File: src/core/aicr_pkg.sv
// shared constants and types for the active interface clock and reset block
package aicr_pkg;
    // command selectors on the device link
    localparam logic [1:0]  CMD_CLKCFG      = 2'h0;     // clock configuration write
    localparam logic [1:0]  CMD_GPIOCFG     = 2'h1;     // extra gpio interrupt setup write
    localparam logic [1:0]  CMD_ACK         = 2'h2;     // acknowledge pending events
    // clock configuration register bit positions
    localparam int          CC_ACTIVE       = 0;        // 1 usb active, 0 1394 active
    localparam int          CC_STOP_FW_CLK  = 1;        // stop the 1394 phy clock
    localparam int          CC_USB_DET      = 2;        // usb cable power seen
    localparam int          CC_FW_DET       = 3;        // 1394 cable power seen
    localparam int          CC_MANUAL       = 4;        // manual usb select level
    localparam int          CC_PENDING      = 5;        // cable change event pending
    localparam int          CC_MISSED       = 6;        // further toggles while pending
    localparam int          CC_LOADING      = 7;        // image copy running
    // gpio setup word fields, six bits each
    localparam int          GC_EN           = 0;        // interrupt enable per pin
    localparam int          GC_EDGE         = 6;        // 1 edge, 0 level
    localparam int          GC_POL          = 12;       // 1 positive, 0 negative
    localparam int          GPIO_N          = 6;        // number of extra gpio pins
    localparam int          GPIO_WAKE       = 5;        // pin tied to remote wake-up
    // acknowledge word fields
    localparam int          ACK_CABLE       = 0;        // clears cable change event
    localparam int          ACK_GPIO        = 1;        // six bits of gpio edge clears
    // program store layout
    localparam logic [15:0] USB_IMAGE_BASE  = 16'h0000;
    localparam logic [15:0] FW_IMAGE_BASE   = 16'h8000;
    localparam int          SRAM_SMALL      = 16384;    // bytes with shadow size high
    localparam int          SRAM_LARGE      = 24576;    // bytes with shadow size low
    localparam logic [1:0]  TEST_NORMAL     = 2'h0;     // normal functional code
    localparam logic [1:0]  BOOT_WAIT       = 2'h3;     // cycles before straps are caught
    // apb register offsets of the controller
    localparam logic [7:0]  OFS_CTRL        = 8'h00;
    localparam logic [7:0]  OFS_STATUS      = 8'h04;
    localparam logic [7:0]  OFS_GPIO_CFG    = 8'h08;
    localparam logic [7:0]  OFS_ACK         = 8'h0C;
    localparam logic [7:0]  OFS_GPIO_PEND   = 8'h10;
    // pin vector positions in the device synchroniser
    localparam int          P_USB           = 0;
    localparam int          P_FW            = 1;
    localparam int          P_MAN           = 2;
    localparam int          P_PREF          = 3;
    localparam int          P_SHADOW        = 4;
    localparam int          P_CORE          = 5;
    localparam int          P_TEST          = 6;        // two bits
    localparam int          P_FLASH         = 8;
    localparam int          P_GPIO          = 9;        // six bits
    localparam int          PIN_W           = 15;
    // image loader states
    typedef enum logic [1:0] {
        LD_BOOT = 2'b00,
        LD_IDLE = 2'b01,
        LD_RUN  = 2'b10
    } aicr_load_t;
endpackage

File: src/core/aicr_if.sv
// link between the clock and reset block and its firmware-side controller
interface aicr_if;
    logic        cmd_wr;        // one-cycle command strobe
    logic [1:0]  cmd_sel;       // which command
    logic [31:0] cmd_data;      // command payload
    logic [7:0]  clk_cfg;       // clock configuration readback
    logic [5:0]  gpio_pend;     // gpio interrupt status
    logic        irq;           // shared interrupt line
    logic        sys_rst_n;     // system reset to the core
    modport dev (input cmd_wr, cmd_sel, cmd_data, output clk_cfg, gpio_pend, irq, sys_rst_n);
    modport ctl (output cmd_wr, cmd_sel, cmd_data, input clk_cfg, gpio_pend, irq, sys_rst_n);
endinterface

File: src/core/aicr_device.sv
// clock, reset, image loader and interrupt logic of the bridge
// How it works
// - test code 00 means normal operation
// - core select high enables internal core
// - preference pin high selects usb
// - shadow size high 16k, low 24k
// - system reset active low, held while low
// - copy image on power-on and switches
// - power-on image base from preference pin
// - cable switch: load finishes before reset ends
// - external flash preferred over internal rom
// - one interface active, first come wins
// - both connected at power-on: preference decides
// - cable power change raises shared interrupt
// - usb, 1394, manual select toggles interrupt
// - cable status readable in clock configuration
// - firmware switch reloads image under reset
// - gpio interrupts share the same line
// - gpio interrupts level or edge, polarity
// - gpio five drives usb remote wake-up
// - every shared line source wakes device
// - idle interface logic is powered down
// - bit one stops 1394 clock when usb
// - usb clock handling left to firmware
//
// The register offsets and the APB interface to the registers were chosen for this implementation.
module aicr_device
    import aicr_pkg::*;
#(
    parameter int SMALL_BYTES = aicr_pkg::SRAM_SMALL,   // shorten for simulation
    parameter int LARGE_BYTES = aicr_pkg::SRAM_LARGE
)(
    input  wire logic        clk,
    input  wire logic        arst_n,
    aicr_if.dev              link,
    input  wire logic        usb_cable_power,
    input  wire logic        fw_cable_power,
    input  wire logic        manual_usb_select,
    input  wire logic        interface_preference_pin,
    input  wire logic        shadow_size_select,
    input  wire logic        internal_core_select,
    input  wire logic [1:0]  test_config,
    input  wire logic        flash_present,
    input  wire logic [5:0]  extra_gpio,
    input  wire logic [7:0]  store_data,
    output logic [15:0]      store_addr,
    output logic             store_from_flash,
    output logic             sram_we,
    output logic [14:0]      sram_addr,
    output logic [7:0]       sram_data,
    output logic             usb_power_down,
    output logic             fw_power_down,
    output logic             fw_clock_stop,
    output logic             usb_remote_wake,
    output logic             wake_request,
    output logic             core_enable,
    output logic             normal_mode
);
    import aicr_pkg::*;

    generate
        if (SMALL_BYTES < 1 || LARGE_BYTES < 1 || SMALL_BYTES > 32768 || LARGE_BYTES > 32768)
        begin : g_bad_size
            $error("aicr_device: shadow sizes must be 1..32768 bytes");
        end
    endgenerate

    // all state of the block
    typedef struct packed {
        logic [PIN_W-1:0] s1;           // first synchroniser stage
        logic [PIN_W-1:0] s2;           // second synchroniser stage
        logic [PIN_W-1:0] prev;         // last seen synchronised pins
        logic [1:0]       boot;         // strap settle counter
        aicr_load_t       st;           // loader state
        logic             active;       // 1 usb, 0 1394
        logic             stop_fw;      // firmware asked to stop 1394 clock
        logic             big;          // 24k image
        logic             src_flash;    // read from flash
        logic [14:0]      cnt;          // bytes copied
        logic             pend;         // cable change pending
        logic             missed;       // toggles while pending
        logic [17:0]      gcfg;         // gpio interrupt setup
        logic [5:0]       gsticky;      // gpio edge latches
        logic             rst_n;        // system reset out
        logic             sram_we;
        logic [14:0]      sram_addr;
        logic [7:0]       sram_data;
        logic [15:0]      store_addr;
        logic             usb_pd;
        logic             fw_pd;
        logic             clk_stop;
        logic             wake;
        logic             remote_wake;
        logic             core_en;
        logic             normal;
        logic             irq;
        logic [7:0]       clk_cfg;
        logic [5:0]       gpend;
    } aicr_dev_state_t;

    aicr_dev_state_t q;                 // registered state
    aicr_dev_state_t d;                 // next state

    // store address of a byte within the image of one interface
    function automatic logic [15:0] load_addr(input logic usb, input logic [14:0] idx);
        load_addr = (usb ? USB_IMAGE_BASE : FW_IMAGE_BASE) + {1'b0, idx};
    endfunction

    // next-state logic
    always_comb
    begin
        logic [PIN_W-1:0] s;            // synchronised pins
        logic [5:0]       lvl;          // gpio at active level
        logic [5:0]       plvl;         // same, one cycle ago
        logic [5:0]       en;
        logic [5:0]       edg;
        logic [5:0]       gack;
        logic             cable_ack;
        logic             toggle;
        logic             want;         // interface that should be active
        logic [14:0]      last;
        s         = q.s2;
        en        = q.gcfg[GC_EN+:GPIO_N];
        edg       = q.gcfg[GC_EDGE+:GPIO_N];
        lvl       = s[P_GPIO+:GPIO_N] ~^ q.gcfg[GC_POL+:GPIO_N];
        plvl      = q.prev[P_GPIO+:GPIO_N] ~^ q.gcfg[GC_POL+:GPIO_N];
        gack      = 6'h00;
        cable_ack = 1'b0;
        toggle    = 1'b0;
        want      = q.active;
        last      = q.big ? 15'(LARGE_BYTES - 1) : 15'(SMALL_BYTES - 1);
        d         = q;
        d.s1      = {extra_gpio, flash_present, test_config, internal_core_select,
                     shadow_size_select, interface_preference_pin, manual_usb_select,
                     fw_cable_power, usb_cable_power};
        d.s2      = q.s1;
        d.sram_we = 1'b0;
        // commands that are taken in any state
        if (link.cmd_wr && link.cmd_sel == CMD_GPIOCFG)
        begin
            d.gcfg = link.cmd_data[17:0];
        end
        if (link.cmd_wr && link.cmd_sel == CMD_ACK)
        begin
            cable_ack = link.cmd_data[ACK_CABLE];
            gack      = link.cmd_data[ACK_GPIO+:GPIO_N];
        end
        case (q.st)
            // wait for the synchronisers, then catch the straps
            LD_BOOT:
            begin
                if (q.boot == BOOT_WAIT)
                begin
                    want        = s[P_PREF];
                    d.src_flash = s[P_FLASH];
                    d.big       = !s[P_SHADOW];
                    d.prev      = s;
                end
                else
                begin
                    d.boot = q.boot + 2'h1;
                end
            end
            // running: watch cables and firmware
            LD_IDLE:
            begin
                d.prev = s;
                toggle = (s[P_USB] != q.prev[P_USB]) || (s[P_FW] != q.prev[P_FW])
                      || (s[P_MAN] != q.prev[P_MAN]);
                // first come: leave only when the active cable is gone
                if (q.active && !s[P_USB] && s[P_FW])
                begin
                    want = 1'b0;
                end
                else if (!q.active && !s[P_FW] && s[P_USB])
                begin
                    want = 1'b1;
                end
                if (link.cmd_wr && link.cmd_sel == CMD_CLKCFG)
                begin
                    want      = link.cmd_data[CC_ACTIVE];
                    d.stop_fw = link.cmd_data[CC_STOP_FW_CLK];
                end
            end
            // copy one byte a cycle with the core held in reset
            LD_RUN:
            begin
                d.prev      = s;
                toggle      = (s[P_USB] != q.prev[P_USB]) || (s[P_FW] != q.prev[P_FW])
                           || (s[P_MAN] != q.prev[P_MAN]);
                d.sram_we   = 1'b1;
                d.sram_addr = q.cnt;
                d.sram_data = store_data;
                if (q.cnt == last)
                begin
                    d.st    = LD_IDLE;
                    d.rst_n = 1'b1;
                end
                else
                begin
                    d.cnt        = q.cnt + 15'h0001;
                    d.store_addr = load_addr(q.active, q.cnt + 15'h0001);
                end
            end
            default:
            begin
                d.st = LD_BOOT;
            end
        endcase
        // start a copy at power-on or on a change of interface
        if ((q.st == LD_BOOT && q.boot == BOOT_WAIT) || (q.st == LD_IDLE && want != q.active))
        begin
            d.active     = want;
            d.big        = !s[P_SHADOW];
            d.st         = LD_RUN;
            d.cnt        = 15'h0000;
            d.rst_n      = 1'b0;
            d.store_addr = load_addr(want, 15'h0000);
        end
        if (!d.active)
        begin
            d.stop_fw = 1'b0;
        end
        // cable event: set wins over acknowledge
        d.missed = (q.missed && !cable_ack) || (toggle && q.pend && !cable_ack);
        d.pend   = (q.pend && !cable_ack) || toggle;
        d.gsticky = (q.gsticky & ~gack) | (lvl & ~plvl & edg & en
                    & {GPIO_N{q.st != LD_BOOT}});
        d.gpend   = en & ((edg & d.gsticky) | (~edg & lvl));
        // outputs, all from flip-flops
        d.irq         = d.pend || (|d.gpend);
        d.wake        = d.irq;
        d.remote_wake = lvl[GPIO_WAKE];
        d.usb_pd      = !d.active;
        d.fw_pd       = d.active;
        d.clk_stop    = d.active && d.stop_fw;
        d.core_en     = s[P_CORE];
        d.normal      = s[P_TEST+:2] == TEST_NORMAL;
        d.clk_cfg     = {d.st == LD_RUN, d.missed, d.pend, s[P_MAN],
                         s[P_FW], s[P_USB], d.stop_fw, d.active};
    end

    // state register, everything clears under reset
    always_ff @(posedge clk or negedge arst_n)
    begin
        if (!arst_n)
        begin
            q <= '0;
        end
        else
        begin
            q <= d;
        end
    end

    // port wiring
    assign link.clk_cfg     = q.clk_cfg;
    assign link.gpio_pend   = q.gpend;
    assign link.irq         = q.irq;
    assign link.sys_rst_n   = q.rst_n;
    assign store_addr       = q.store_addr;
    assign store_from_flash = q.src_flash;
    assign sram_we          = q.sram_we;
    assign sram_addr        = q.sram_addr;
    assign sram_data        = q.sram_data;
    assign usb_power_down   = q.usb_pd;
    assign fw_power_down    = q.fw_pd;
    assign fw_clock_stop    = q.clk_stop;
    assign usb_remote_wake  = q.remote_wake;
    assign wake_request     = q.wake;
    assign core_enable      = q.core_en;
    assign normal_mode      = q.normal;
endmodule // aicr_device

File: src/flat_wrapper.sv
// flat-port wrapper written by rule: the top's interface ports become plain ports
module aicr_device_flat import aicr_pkg::*;
#(
    parameter int SMALL_BYTES = aicr_pkg::SRAM_SMALL,                            
    parameter int LARGE_BYTES = aicr_pkg::SRAM_LARGE
)
  (clk, arst_n, usb_cable_power, fw_cable_power, manual_usb_select, interface_preference_pin, shadow_size_select, internal_core_select, test_config, flash_present, extra_gpio, store_data, store_addr, store_from_flash, sram_we, sram_addr, sram_data, usb_power_down, fw_power_down, fw_clock_stop, usb_remote_wake, wake_request, core_enable, normal_mode, link_cmd_wr, link_cmd_sel, link_cmd_data, link_clk_cfg, link_gpio_pend, link_irq, link_sys_rst_n);
  aicr_if link_i ();
  input  wire logic clk;
  input  wire logic arst_n;
  input  wire logic usb_cable_power;
  input  wire logic fw_cable_power;
  input  wire logic manual_usb_select;
  input  wire logic interface_preference_pin;
  input  wire logic shadow_size_select;
  input  wire logic internal_core_select;
  input  wire logic [1:0] test_config;
  input  wire logic flash_present;
  input  wire logic [5:0] extra_gpio;
  input  wire logic [7:0] store_data;
  output logic [15:0] store_addr;
  output logic store_from_flash;
  output logic sram_we;
  output logic [14:0] sram_addr;
  output logic [7:0] sram_data;
  output logic usb_power_down;
  output logic fw_power_down;
  output logic fw_clock_stop;
  output logic usb_remote_wake;
  output logic wake_request;
  output logic core_enable;
  output logic normal_mode;
  input wire logic [$bits(link_i.cmd_wr)-1:0] link_cmd_wr;
  input wire logic [$bits(link_i.cmd_sel)-1:0] link_cmd_sel;
  input wire logic [$bits(link_i.cmd_data)-1:0] link_cmd_data;
  output wire logic [$bits(link_i.clk_cfg)-1:0] link_clk_cfg;
  output wire logic [$bits(link_i.gpio_pend)-1:0] link_gpio_pend;
  output wire logic [$bits(link_i.irq)-1:0] link_irq;
  output wire logic [$bits(link_i.sys_rst_n)-1:0] link_sys_rst_n;
  assign link_i.cmd_wr = link_cmd_wr;
  assign link_i.cmd_sel = link_cmd_sel;
  assign link_i.cmd_data = link_cmd_data;
  assign link_clk_cfg = link_i.clk_cfg;
  assign link_gpio_pend = link_i.gpio_pend;
  assign link_irq = link_i.irq;
  assign link_sys_rst_n = link_i.sys_rst_n;
  aicr_device #(.SMALL_BYTES(SMALL_BYTES), .LARGE_BYTES(LARGE_BYTES)) u_core (.clk(clk), .arst_n(arst_n), .link(link_i), .usb_cable_power(usb_cable_power), .fw_cable_power(fw_cable_power), .manual_usb_select(manual_usb_select), .interface_preference_pin(interface_preference_pin), .shadow_size_select(shadow_size_select), .internal_core_select(internal_core_select), .test_config(test_config), .flash_present(flash_present), .extra_gpio(extra_gpio), .store_data(store_data), .store_addr(store_addr), .store_from_flash(store_from_flash), .sram_we(sram_we), .sram_addr(sram_addr), .sram_data(sram_data), .usb_power_down(usb_power_down), .fw_power_down(fw_power_down), .fw_clock_stop(fw_clock_stop), .usb_remote_wake(usb_remote_wake), .wake_request(wake_request), .core_enable(core_enable), .normal_mode(normal_mode));
endmodule
File: config.mk
export PLATFORM = sky130hd
export DESIGN_NAME = aicr_device_flat
export DESIGN_NICKNAME = d
export VERILOG_FILES = /design/src/core/aicr_pkg.sv /design/src/core/aicr_if.sv /design/src/core/aicr_device.sv /design/src/flat_wrapper.sv
export SDC_FILE = /design/constraint.sdc
export NUM_CORES = 1
export LEC_CHECK = 0
export ABC_AREA = 1
export BUFFER_PORTS_ARGS = -buffer_cell sky130_fd_sc_hd__clkbuf_2
export CORE_MARGIN = 3
export CORE_UTILIZATION = 55
export DETAILED_ROUTE_END_ITERATION = 6
export GPL_TIMING_DRIVEN = 0
export PLACE_DENSITY_LB_ADDON = 0.1
export SKIP_CTS_REPAIR_TIMING = 1
export SLEW_MARGIN = 20
export SYNTH_ARGS = -nofsm -noshare
export SYNTH_HDL_FRONTEND = slang
export SYNTH_SLANG_ARGS = --single-unit
File: constraint.sdc
create_clock -name clk -period 2.34 [get_ports clk]
set_clock_uncertainty 0.15 [all_clocks]
set_input_delay 0.351 -clock clk [delete_from_list [all_inputs] [get_ports clk]]
set_output_delay 0.351 -clock clk [all_outputs]
set_load 0.03 [all_outputs]
# Yosys cells after proc, flatten, opt, wreduce, memory -nomap -nowiden

Index checks and enable logic that the tools add are counted.

Register bits: 155
Input bits: 60

Add/sub/neg operators: 3
Equality and inequality tests: 13
Multiplexer cells: 30
Bitwise gates (word level): 16
Reductions and logical operators: 44

Operators with widths:

| operator                | count |
|---|---|
| $mux W15                | 5 |
| $mux W16                | 4 |
| $and A6 B6 Y6           | 8 |
| $mux W41                | 1 |
| $pmux W15 S2            | 1 |
| $not A6 Y6              | 3 |
| $add A16 B15 Y16        | 1 |
| $add A15 B1 Y15 const B | 1 |
| $eq A15 B15 Y1          | 1 |
| $logic_and A1 B1 Y1     | 14 |
| $mux W1                 | 12 |
| $or A6 B6 Y6            | 2 |
| $reduce_and A2 Y1       | 6 |
| $reduce_bool A2 Y1      | 6 |
| $xnor A6 B6 Y6          | 2 |
| $eq A2 B2 Y1 const B    | 4 |
| $logic_not A1 Y1        | 6 |
| $logic_not A2 Y1        | 3 |
| $logic_or A1 B1 Y1      | 6 |
| $mux W2                 | 3 |
| $mux W6                 | 1 |
| $reduce_or A6 Y1        | 1 |
| $eq A2 B1 Y1 const B    | 2 |
| $ne A1 B1 Y1            | 4 |
| other kinds (8)         | 9 |

# Longest topological paths before layout

Gate-level depths: netlist of the first run.

Depth in word-level cells: 13
Depth in mapped cells: 12
Gate-level depth less buffers: 11

# Worst setup path after synthesis of the first run

Ideal clock, no wire load.

Path type: register to register
Start: register u_core.q[109] (netlist bit)
End: register u_core.q[100] (netlist bit)
Slack: 0.422 ns
Clock period less this slack: 1.918 ns
Path buffers: 3
Data arrival time: 1.648 ns
Stages on the path, launching flop included: 13
Cell sequence: dfrtp_1 -> inv_1 -> ha_1 -> buf_4 -> nor2_1 -> nor2_1 -> nand3_1 -> nand2_1 -> nand3_1 -> buf_4 -> buf_2 -> nand4_1 -> nand2_1

Word-level cells in the longest chain between the ends: 7
Elaborated cells between the ends (all ways): 12
Those cells by class: eq/ne (4); mux (2); reduce/logical (6)

RTL lines:

| item                                                         | line                                   | RTL |
|---|---|---|
| start, declared                                              | aicr_device.sv:101                     | `aicr_dev_state_t q;` |
| start signal, assigned                                       | aicr_device.sv:248                     | `q <= '0;` |
| start signal, assigned                                       | aicr_device.sv:252                     | `q <= d;` |
| $eq A2 B1 Y1 or $logic_not A2 Y1 (tied branches)             | aicr_device.sv:148, aicr_device.sv:211 |  |
| $pmux W1 S2                                                  | aicr_device.sv:148                     | `case (q.st)` |
| $ne A1 B1 Y1                                                 | aicr_device.sv:211                     | `if ((q.st == LD_BOOT && q.boot == BOOT_WAIT) \|\| (q.st == LD_IDLE && want != q.active))` |
| $logic_and A1 B1 Y1                                          | aicr_device.sv:211                     |  |
| $logic_or A1 B1 Y1                                           | aicr_device.sv:211                     |  |
| $ne A2 B2 Y1 (no line) or $reduce_bool A2 Y1 (tied branches) | n/a                                    |  |
| $reduce_and A2 Y1 (no line)                                  | n/a                                    |  |

Parallel ways exist; a longest one is shown, timed or not.
A chain may end at the register's enable or synchronous reset.

# Final worst setup path of the first run

Start: register u_core.q[108] (netlist bit)
End: register u_core.q (netlist bit u_core.store_addr[6])

Same word-level chain as after synthesis.

==> results of run 1 <==
cells in the mapped netlist (all sizes together), types with 3 or more instances:
cell type,n,share of area (%)
dfrtp,144,57
a21oi,15,1.2
mux2,14,2.5
clkbuf,12,0.71
nor3,3,0.24
xor2,12,1.7
ha,6,1.2
buf,67,7.8
o21ai,25,2.0
nand3,42,3.3
nor2,59,3.6
nand2,166,9.9
xnor2,12,1.7
inv,48,2.9
nand4,40,4.0
metal layers:
layer  up-vias  wire (um)  part of all wire [%]
met5         -          0                     0
met4         0        224                   1.6
met3        16        795                   5.7
met2       142       7050                    51
met1      2389       5790                    42
li1       2401          -                     -
metrics by stage:
stage | worst slack [ps] | power, mW
floorplan | 422 | 3.12
global placement | -1510 | 3.29
detailed placement | 7.11 | 3.32
CTS | -8.80 | 5.67
global route | -2.73 | 5.91
finish | 116 | 5.65
sequential cells by signal (all words and copies together), names as in the netlist, 6 cells and up:
register / flops
u_core.d: 19
u_core.link.gpio_pend: 6
u_core.sram_addr: 15
u_core.link.clk_cfg: 8
u_core.sram_data: 8
u_core.store_addr: 16
u_core.q: 64
area by class of cell:
class                           count  area [um2]
Sequential cell                   144        3600
Fill cell                         863        3190
Multi-Input combinational cell    398        2020
Timing Repair Buffer              131         790
Buffer                             79         557
Clock buffer                       20         447
Inverter                           48         180
Tap cell                          140         175
Clock inverter                     11        68.8
worst max-delay path: cells and delay by family (launching register included):
family,cells,cell delay (ps)
DFF,1,430
buffers and inverters,4,890
adders and majority gates,1,200
and+or+nand+nor,3,490
report_power, final:
group	internal (mW)	total [mW]	switching [mW]
Combinational	0.233	0.552	0.318
Clock	1.36	2.35	0.986
Sequential	2.66	2.75	0.0892
cell families after synthesis:
| kind of cell | count (synthesis) | synth area share, % |
|---|---|---|
| adder cells (fa/ha/maj) | 6 | 1.19 |
| XOR/XNOR | 24 | 3.33 |
| flip-flops | 144 | 57.0 |
| AND/OR/NAND/NOR | 311 | 21.1 |
| AO/OA/AOI/OAI | 43 | 3.52 |
| multiplexers | 14 | 2.49 |
| buffers and inverters | 127 | 11.3 |
cells in the final DEF (no fill, tap or decap), types with 4 or more instances in the layout:
cell type	Yosys	layout
a21oi_1	15	15
buf_4	56	55
buf_6	3	4
clkbuf_1	12	13
clkbuf_16	0	17
clkbuf_2	0	109
clkinv_2	0	7
dfrtp_1	144	143
dlygate4sd3_1	0	20
ha_1	6	4
inv_1	48	48
mux2_2	14	14
nand2_1	165	165
nand3_1	42	42
nand4_1	40	40
nor2_1	57	57
o21ai_0	25	25
xnor2_1	12	12
xor2_1	12	12
final timing paths:
path	endpoint	start	slack (ps)	depth (start not counted)
max	u_core.store_addr[6]$_DFFE_PN0P_	u_core.q[108]$_DFF_PN0_	120	8
min	u_core.sram_data[7]$_DFFE_PN0P_	store_data[7]	-9	3
max reg2reg	u_core.store_addr[6]$_DFFE_PN0P_	u_core.q[108]$_DFF_PN0_	120	8
min reg2reg	u_core.q[141]$_DFF_PN0_	u_core.d[141]$_DFF_PN0_	200	0
max in group asynchronous	u_core.store_addr[0]$_DFFE_PN0P_	arst_n	900	3
min in group asynchronous	u_core.normal_mode$_DFF_PN0_	arst_n	340	2
==> metrics, run 1 <==
status finished with violations; failing checks negative hold slack; Ys Warns 0; I/O pin cnt 124; port bufs 109; max-slew violation count 0; GR peak layer met2; grt met1 use 28.3%; clock buffer depth 2; sequential-to-total area share from yosys stat 57.0%; Mean Syn Cell Area 9.45 um2; MaxCap Viol Count 0; Row Count 38; Synth-to-Final Area Change 24.1%; Req. time, crit path 2540 ps; CTS root buffer clkbuf_16; Die Y 113 um; Synthesized Nets 735; wire length per cell 14.3 um; vias 4948; worst-path cell chain inv_1 > ha_1 > clkbuf_1 > inv_1 > clkbuf_1 > nor2_1 > nand3_1 > nand2_1; f_max 0.450 GHz; synthesis-stage register bit count 144; Worst-Skew Late Latency 420 ps; Synth Flop Type dfrtp_1; htree depth 4; GRT overflow 0; clock sinks 144; CP max FO 10; worst path arrival time 2430 ps; M3 GR Usage 6.47%; cell area after layout 7840 um2; number of synthesized flops with an enable pin 0; FFs w/ async S/R, synth 100%; Routed Antenna Nets 0; max incr delay on CP 430 ps; CP max-delay cell dfrtp_1; Die Width 113 um; vias per inst 5.10; GRT Total Usage 22.8%; Tightest Pin Transition 627 ps; Period minus WS final 2220 ps; CORE AREA 11000 um2; synthesized area 6320 um2; drt first pass iters 5; Critical Path End Type register; post-route clock period utilization 95.1%; setup_tns 0 ps; Pwr Density 721 nW/um2; Final setup viols 0; fin cells 971; CTS tree done; clk slew on worst S/H paths 60 ps; worst hold path class input pin to register; DP Area 7080 um2; crit path kind register to register; DRC 0; Mapped Cells 669; met2 track demand over resource 38.4%; ant diodes 0; Inst Count DP 919; Startpoint Class register; maximum vdd drop 0.772 mV; Detailed Route Iter0 Violations 275; global-route wire length before repair 23100 um; largest net degree at the start of global routing 81; worst hold margin -8.84 ps; Yosys cell types 24; LEAKAGE 4.15 nW; initial antenna violation count 0; Final HPWL DP 9780 um; Final #Nets 885; number of global-route vias before repair 4927; Hold Violations, Final 2; total length of routed wires 13900 um; total CTS buffers 17; die area 12800 um2; fin util 71.1%; Placer Congestion 0.896; fraction of layout cells with a size suffix above 1 27.3%; Initial Utilization 57.3%; slew margin rel. 57.7%
No activity file was read; power rests on OpenSTA's default activity.
==> run 2: changes to the inputs <==
ABC_AREA = default   (was 1)
==> metrics, run 2 <==
status finished clean; synthesized area 6290 um2; sequential-to-total area share from yosys stat 57.3%; Synth top area share 57.3%; wire length per cell 15.1 um; cells on worst reg2reg path 7; post-route clock period utilization 97.7%; fin util 72.4%; Area contributors post-synth dfrtp_1 57%, mux2_2 9.5%, buf_4 6.4%; number of synthesized flops with an enable pin 0; f_max 0.438 GHz; Die Width 113 um; max-slew violation count 0; worst hold path class input pin to register; compound-cell area share of the yosys netlist 9.49%; slew margin rel. 55.4%; Mean Syn Cell Area 12.2 um2; Largest register FFs 64; htree depth 4; Commonest cells post-synth 144 x dfrtp_1, 54 x buf_4, 53 x mux2_2, 39 x nor2_1, 30 x nand2_1; drt first pass iters 4; LEAKAGE 3.78 nW; hold endpoint u_core.q[80]$_DFFE_PN0P_; total length of routed wires 12400 um; number of global-route vias before repair 4254; hold path depth 2; CTS tree done; PnR worst setup slack 54.7 ps; port bufs 109; most numerous cell in the Yosys netlist dfrtp_1; most common cell after layout, fill and taps aside dfrtp_1; Tightest Pin Transition 669 ps; reg2reg setup slack 50 ps; Post-Place Worst Slack -491 ps; MaxCap Viol Count 0; Row Count 38; Yosys cell types 52; Die Y 113 um; Critical R2R Capture u_core.wake_request$_DFF_PN0_; Synthesized Nets 583; CP max FO 10; Critical Path End Type register; total CTS buffers 17; setup_tns 0 ps; global-route wire length before repair 20400 um; clock buffer depth 2; worst hold margin 7.39 ps; synthesis-stage register bit count 144; Final HPWL DP 8590 um; Placer Congestion 0.806; Synth Area in XOR/XNOR 4.18%; Synth Area in Adders 1.35%; ant diodes 0; clock sinks 144; DRC 0; Detailed Route Iter0 Violations 220; I/O pin cnt 124; DP Area 7050 um2; Synth Area in Simple Gates 9.51%; Final setup viols 0; worst path arrival time 2430 ps; fraction of layout cells with a size suffix above 1 45.3%; reg2reg start u_core.q[109]$_DFF_PN0_; Worst-Skew Late Latency 420 ps; Hold Violations, Final 0; Ys Warns 0; largest family of logic cells by synthesized area multiplexers; dominant cell type by area after synthesis dfrtp_1; Mapped Cells 517; die area 12800 um2; GRT Total Usage 20.4%; Filler cells 786; Pwr Density 748 nW/um2; vias per inst 5.17; Reg with most FFs u_core.q; FFs w/ async S/R, synth 100%; maximum vdd drop 0.870 mV; cell area after layout 7960 um2; Synth Flop Type dfrtp_1; Final #Nets 737; Period minus WS final 2290 ps; mux share of post-synthesis cell area 9.65%; most frequent cells in the layout 138 x dfrtp_1, 112 x clkbuf_2, 63 x buf_4, 53 x mux2_2, 39 x nor2_1; initial antenna violation count 0; Startpoint Class register; largest net degree at the start of global routing 75; Routed Antenna Nets 0; vias 4257; crit path kind register to register; Synth-to-Final Area Change 26.5%; clk slew on worst S/H paths 60 ps; Initial Utilization 57.3%; Hold Crit Start link_cmd_data[11]; CORE AREA 11000 um2; Req. time, crit path 2480 ps; GRT overflow 0; CTS root buffer clkbuf_16
-- run 2: worst max-delay path by stage --
stage,startpoint,depth (start not counted),to
4_1_cts,u_core.q[108]$_DFF_PN0_,9,u_core.store_addr[3]$_DFFE_PN0P_
3_3_place_gp,arst_n,1,u_core.sram_data[7]$_DFFE_PN0P_
6_report,u_core.q[109]$_DFF_PN0_,7,u_core.wake_request$_DFF_PN0_
5_1_grt,u_core.q[97]$_DFFE_PN0P_,6,u_core.store_addr[9]$_DFFE_PN0P_
2_1_floorplan,u_core.q[108]$_DFF_PN0_,9,u_core.store_addr[3]$_DFFE_PN0P_
3_5_place_dp,u_core.q[109]$_DFF_PN0_,9,u_core.store_addr[3]$_DFFE_PN0P_
-- run 2: per-stage QoR --
step | power [mW] | std cells
CTS | 5.99 | 799
finish | 5.95 | 824
detailed placement | 3.38 | 767
floorplan | 3.17 | 517
global route | 6.20 | 824
global placement | 3.35 | 766
-- run 2: critical path, stage by stage (launching register included) --
cell     delay [ps]
dfrtp_1         440
inv_2           110
ha_4            160
buf_6           150
a21o_1          130
a31oi_2         120
or4_4           500
or4_1           400
-- run 2: final cells by class --
type                            count  area (um2)  share of cell area [%]
Timing Repair Buffer              135         815                    10.2
Clock buffer                       18         439                    5.52
Inverter                           11        41.3                   0.519
Clock inverter                     14         134                    1.68
Sequential cell                   144        3610                    45.4
Buffer                             72         520                    6.54
Tap cell                          140         175                    2.20
Multi-Input combinational cell    290        2220                    27.9
-- run 2: report_power, final --
group | switching (mW) | internal, mW | total (mW)
Sequential | 0.102 | 2.67 | 2.77
Combinational | 0.297 | 0.296 | 0.592
Clock | 1.08 | 1.50 | 2.58
-- run 2: cell families (layout without fill, tap and decap cells) --
logic type      after synthesis  after routing
xor+xnor                     30             30
mux                          54             54
simple gates                118            118
compound gates               81             81
flops                       144            144
buf+inv                      83            250
fa+ha+maj                     7              7
-- run 2: routing by layer --
layer  routed length, um  GRT usage [%]  up-vias
met3                 738           6.84       14
met4                 121           6.41        0
met1                5500           27.7     2086
met5                   0              0        -
met2                6090           31.3      115
li1                    -              -     2042
==> run 3: changes to the inputs <==
BUFFER_PORTS_ARGS = -buffer_cell sky130_fd_sc_hd__buf_2   (was -buffer_cell sky130_fd_sc_hd__clkbuf_2)
CORE_ASPECT_RATIO = 0.5   (was default)
GPL_TIMING_DRIVEN = default   (was 0)
==> metrics, run 3 (same netlist as run 2, synthesis figures left out) <==
reg2reg setup slack 110 ps; post-route clock period utilization 95.1%; clk slew on worst S/H paths 60 ps; vias 4094; Crit path max-delay family simple AND/OR/NAND/NOR gates; number of global-route vias before repair 4057; worst path arrival time 2360 ps; CTS root buffer clkbuf_16; hold endpoint u_core.q[76]$_DFFE_PN0P_; Largest register FFs 64; GRT Total Usage 20.5%; Startpoint Class register; htree depth 4; largest net degree at the start of global routing 53; Initial Utilization 58.9%; Detailed Route Iter0 Violations 204; worst-path cell chain inv_1 > ha_4 > nor4bb_1 > nor2_1 > a31oi_1 > or4_1 > or4_1; Row Count 26; most common cell after layout, fill and taps aside dfrtp_1; f_max 0.449 GHz; reg2reg start u_core.q[108]$_DFF_PN0_; M1 wire length 5510 um; initial antenna violation count 0; status finished clean; fraction of layout cells with a size suffix above 1 40.1%; cell area after layout 7670 um2; DP Area 6880 um2; slew margin rel. 66.0%; worst hold path class input pin to register; cells on worst reg2reg path 7; Post-Place Worst Slack -22.1 ps; PnR worst setup slack 114 ps; clock sinks 144; Synth-to-Final Area Change 21.9%; CP max FO 6; total length of routed wires 12500 um; drt first pass iters 5; Hold Crit Start link_cmd_data[7]; CP max-delay cell or4_1; Period minus WS final 2230 ps; max incr delay on CP 510 ps; Placer Congestion 0.814; MaxCap Viol Count 0; Die Width 157 um; Reg with most FFs u_core.q; unrepaired setup endpoints after global routing true; Hold Violations, Final 0; most frequent cells in the layout 144 x dfrtp_1, 108 x buf_2, 53 x mux2_2, 39 x nor2_1, 35 x buf_4; Final HPWL DP 8530 um; hold path depth 2; crit path kind register to register; CORE AREA 10700 um2; Final #Nets 696; Die Y 81.6 um; DR top layer met4; Pwr Density 779 nW/um2; Routed Antenna Nets 0; most used cell, CP or4_1; vias per inst 5.23; worst hold margin 7.39 ps; port bufs 109; total CTS buffers 17; CTS tree done; Final setup viols 0; Req. time, crit path 2480 ps; WP buf/inv 1; Critical Path End Type register; global-route wire length before repair 20000 um; Worst-Skew Late Latency 420 ps; GRT overflow 0; die area 12800 um2; maximum vdd drop 0.450 mV; clock buffer depth 2; DRC 0; met3 routed WL 625 um; I/O pin cnt 124; Tightest Pin Transition 510 ps; LEAKAGE 3.62 nW; Critical R2R Capture u_core.wake_request$_DFF_PN0_; WL met2 6300 um; ant diodes 0; max-slew violation count 0; wire length per cell 16.0 um
run 3: metrics by stage:
| stage | power (mW) | cells | util [%] | TNS [ps] |
|---|---|---|---|---|
| 6_report | 5.97 | 783 | 71.8 | 0 |
| 5_1_grt | 6.23 | 783 | 71.8 | -20.8 |
| 4_1_cts | 6.01 | 765 | 70.0 | -28.4 |
| 3_5_place_dp | 3.34 | 733 | 64.5 | -22.1 |
| 3_3_place_gp | 3.32 | 733 | 64.5 | 0 |
| 2_1_floorplan | 3.17 | 517 | - | 0 |
run 3: final cells by class:
type	count	area, um2
Clock buffer	20	447
Multi-Input combinational cell	290	2190
Fill cell	772	3000
Timing Repair Buffer	166	1070
Sequential cell	144	3600
Inverter	11	41.3
Tap cell	140	175
Clock inverter	12	136
run 3: worst max path at each step:
stage                                  startpoint  slack (ps)                               end  depth (start not counted)
after detailed placement  u_core.q[108]$_DFF_PN0_         -20     u_core.wake_request$_DFF_PN0_                          7
final                     u_core.q[108]$_DFF_PN0_         110     u_core.wake_request$_DFF_PN0_                          7
after CTS                 u_core.q[108]$_DFF_PN0_         -30     u_core.wake_request$_DFF_PN0_                          7
after global placement    u_core.q[108]$_DFF_PN0_          60     u_core.wake_request$_DFF_PN0_                          7
after global routing      u_core.q[108]$_DFF_PN0_         -20     u_core.wake_request$_DFF_PN0_                          7
after floorplan           u_core.q[108]$_DFF_PN0_          40  u_core.store_addr[3]$_DFFE_PN0P_                          9
run 3: power by group:
| group | switching (mW) | internal, mW |
|---|---|---|
| clock | 1.05 | 1.60 |
| sequential | 0.108 | 2.67 |
| combinational | 0.280 | 0.257 |
| total | 1.44 | 4.53 |
run 3: metal layers:
layer | track usage, % | vias to the layer above
li1 | - | 1967
met1 | 26.6 | 2031
met2 | 33.8 | 90
met3 | 5.63 | 6
met4 | 7.01 | 0
met5 | 0 | -
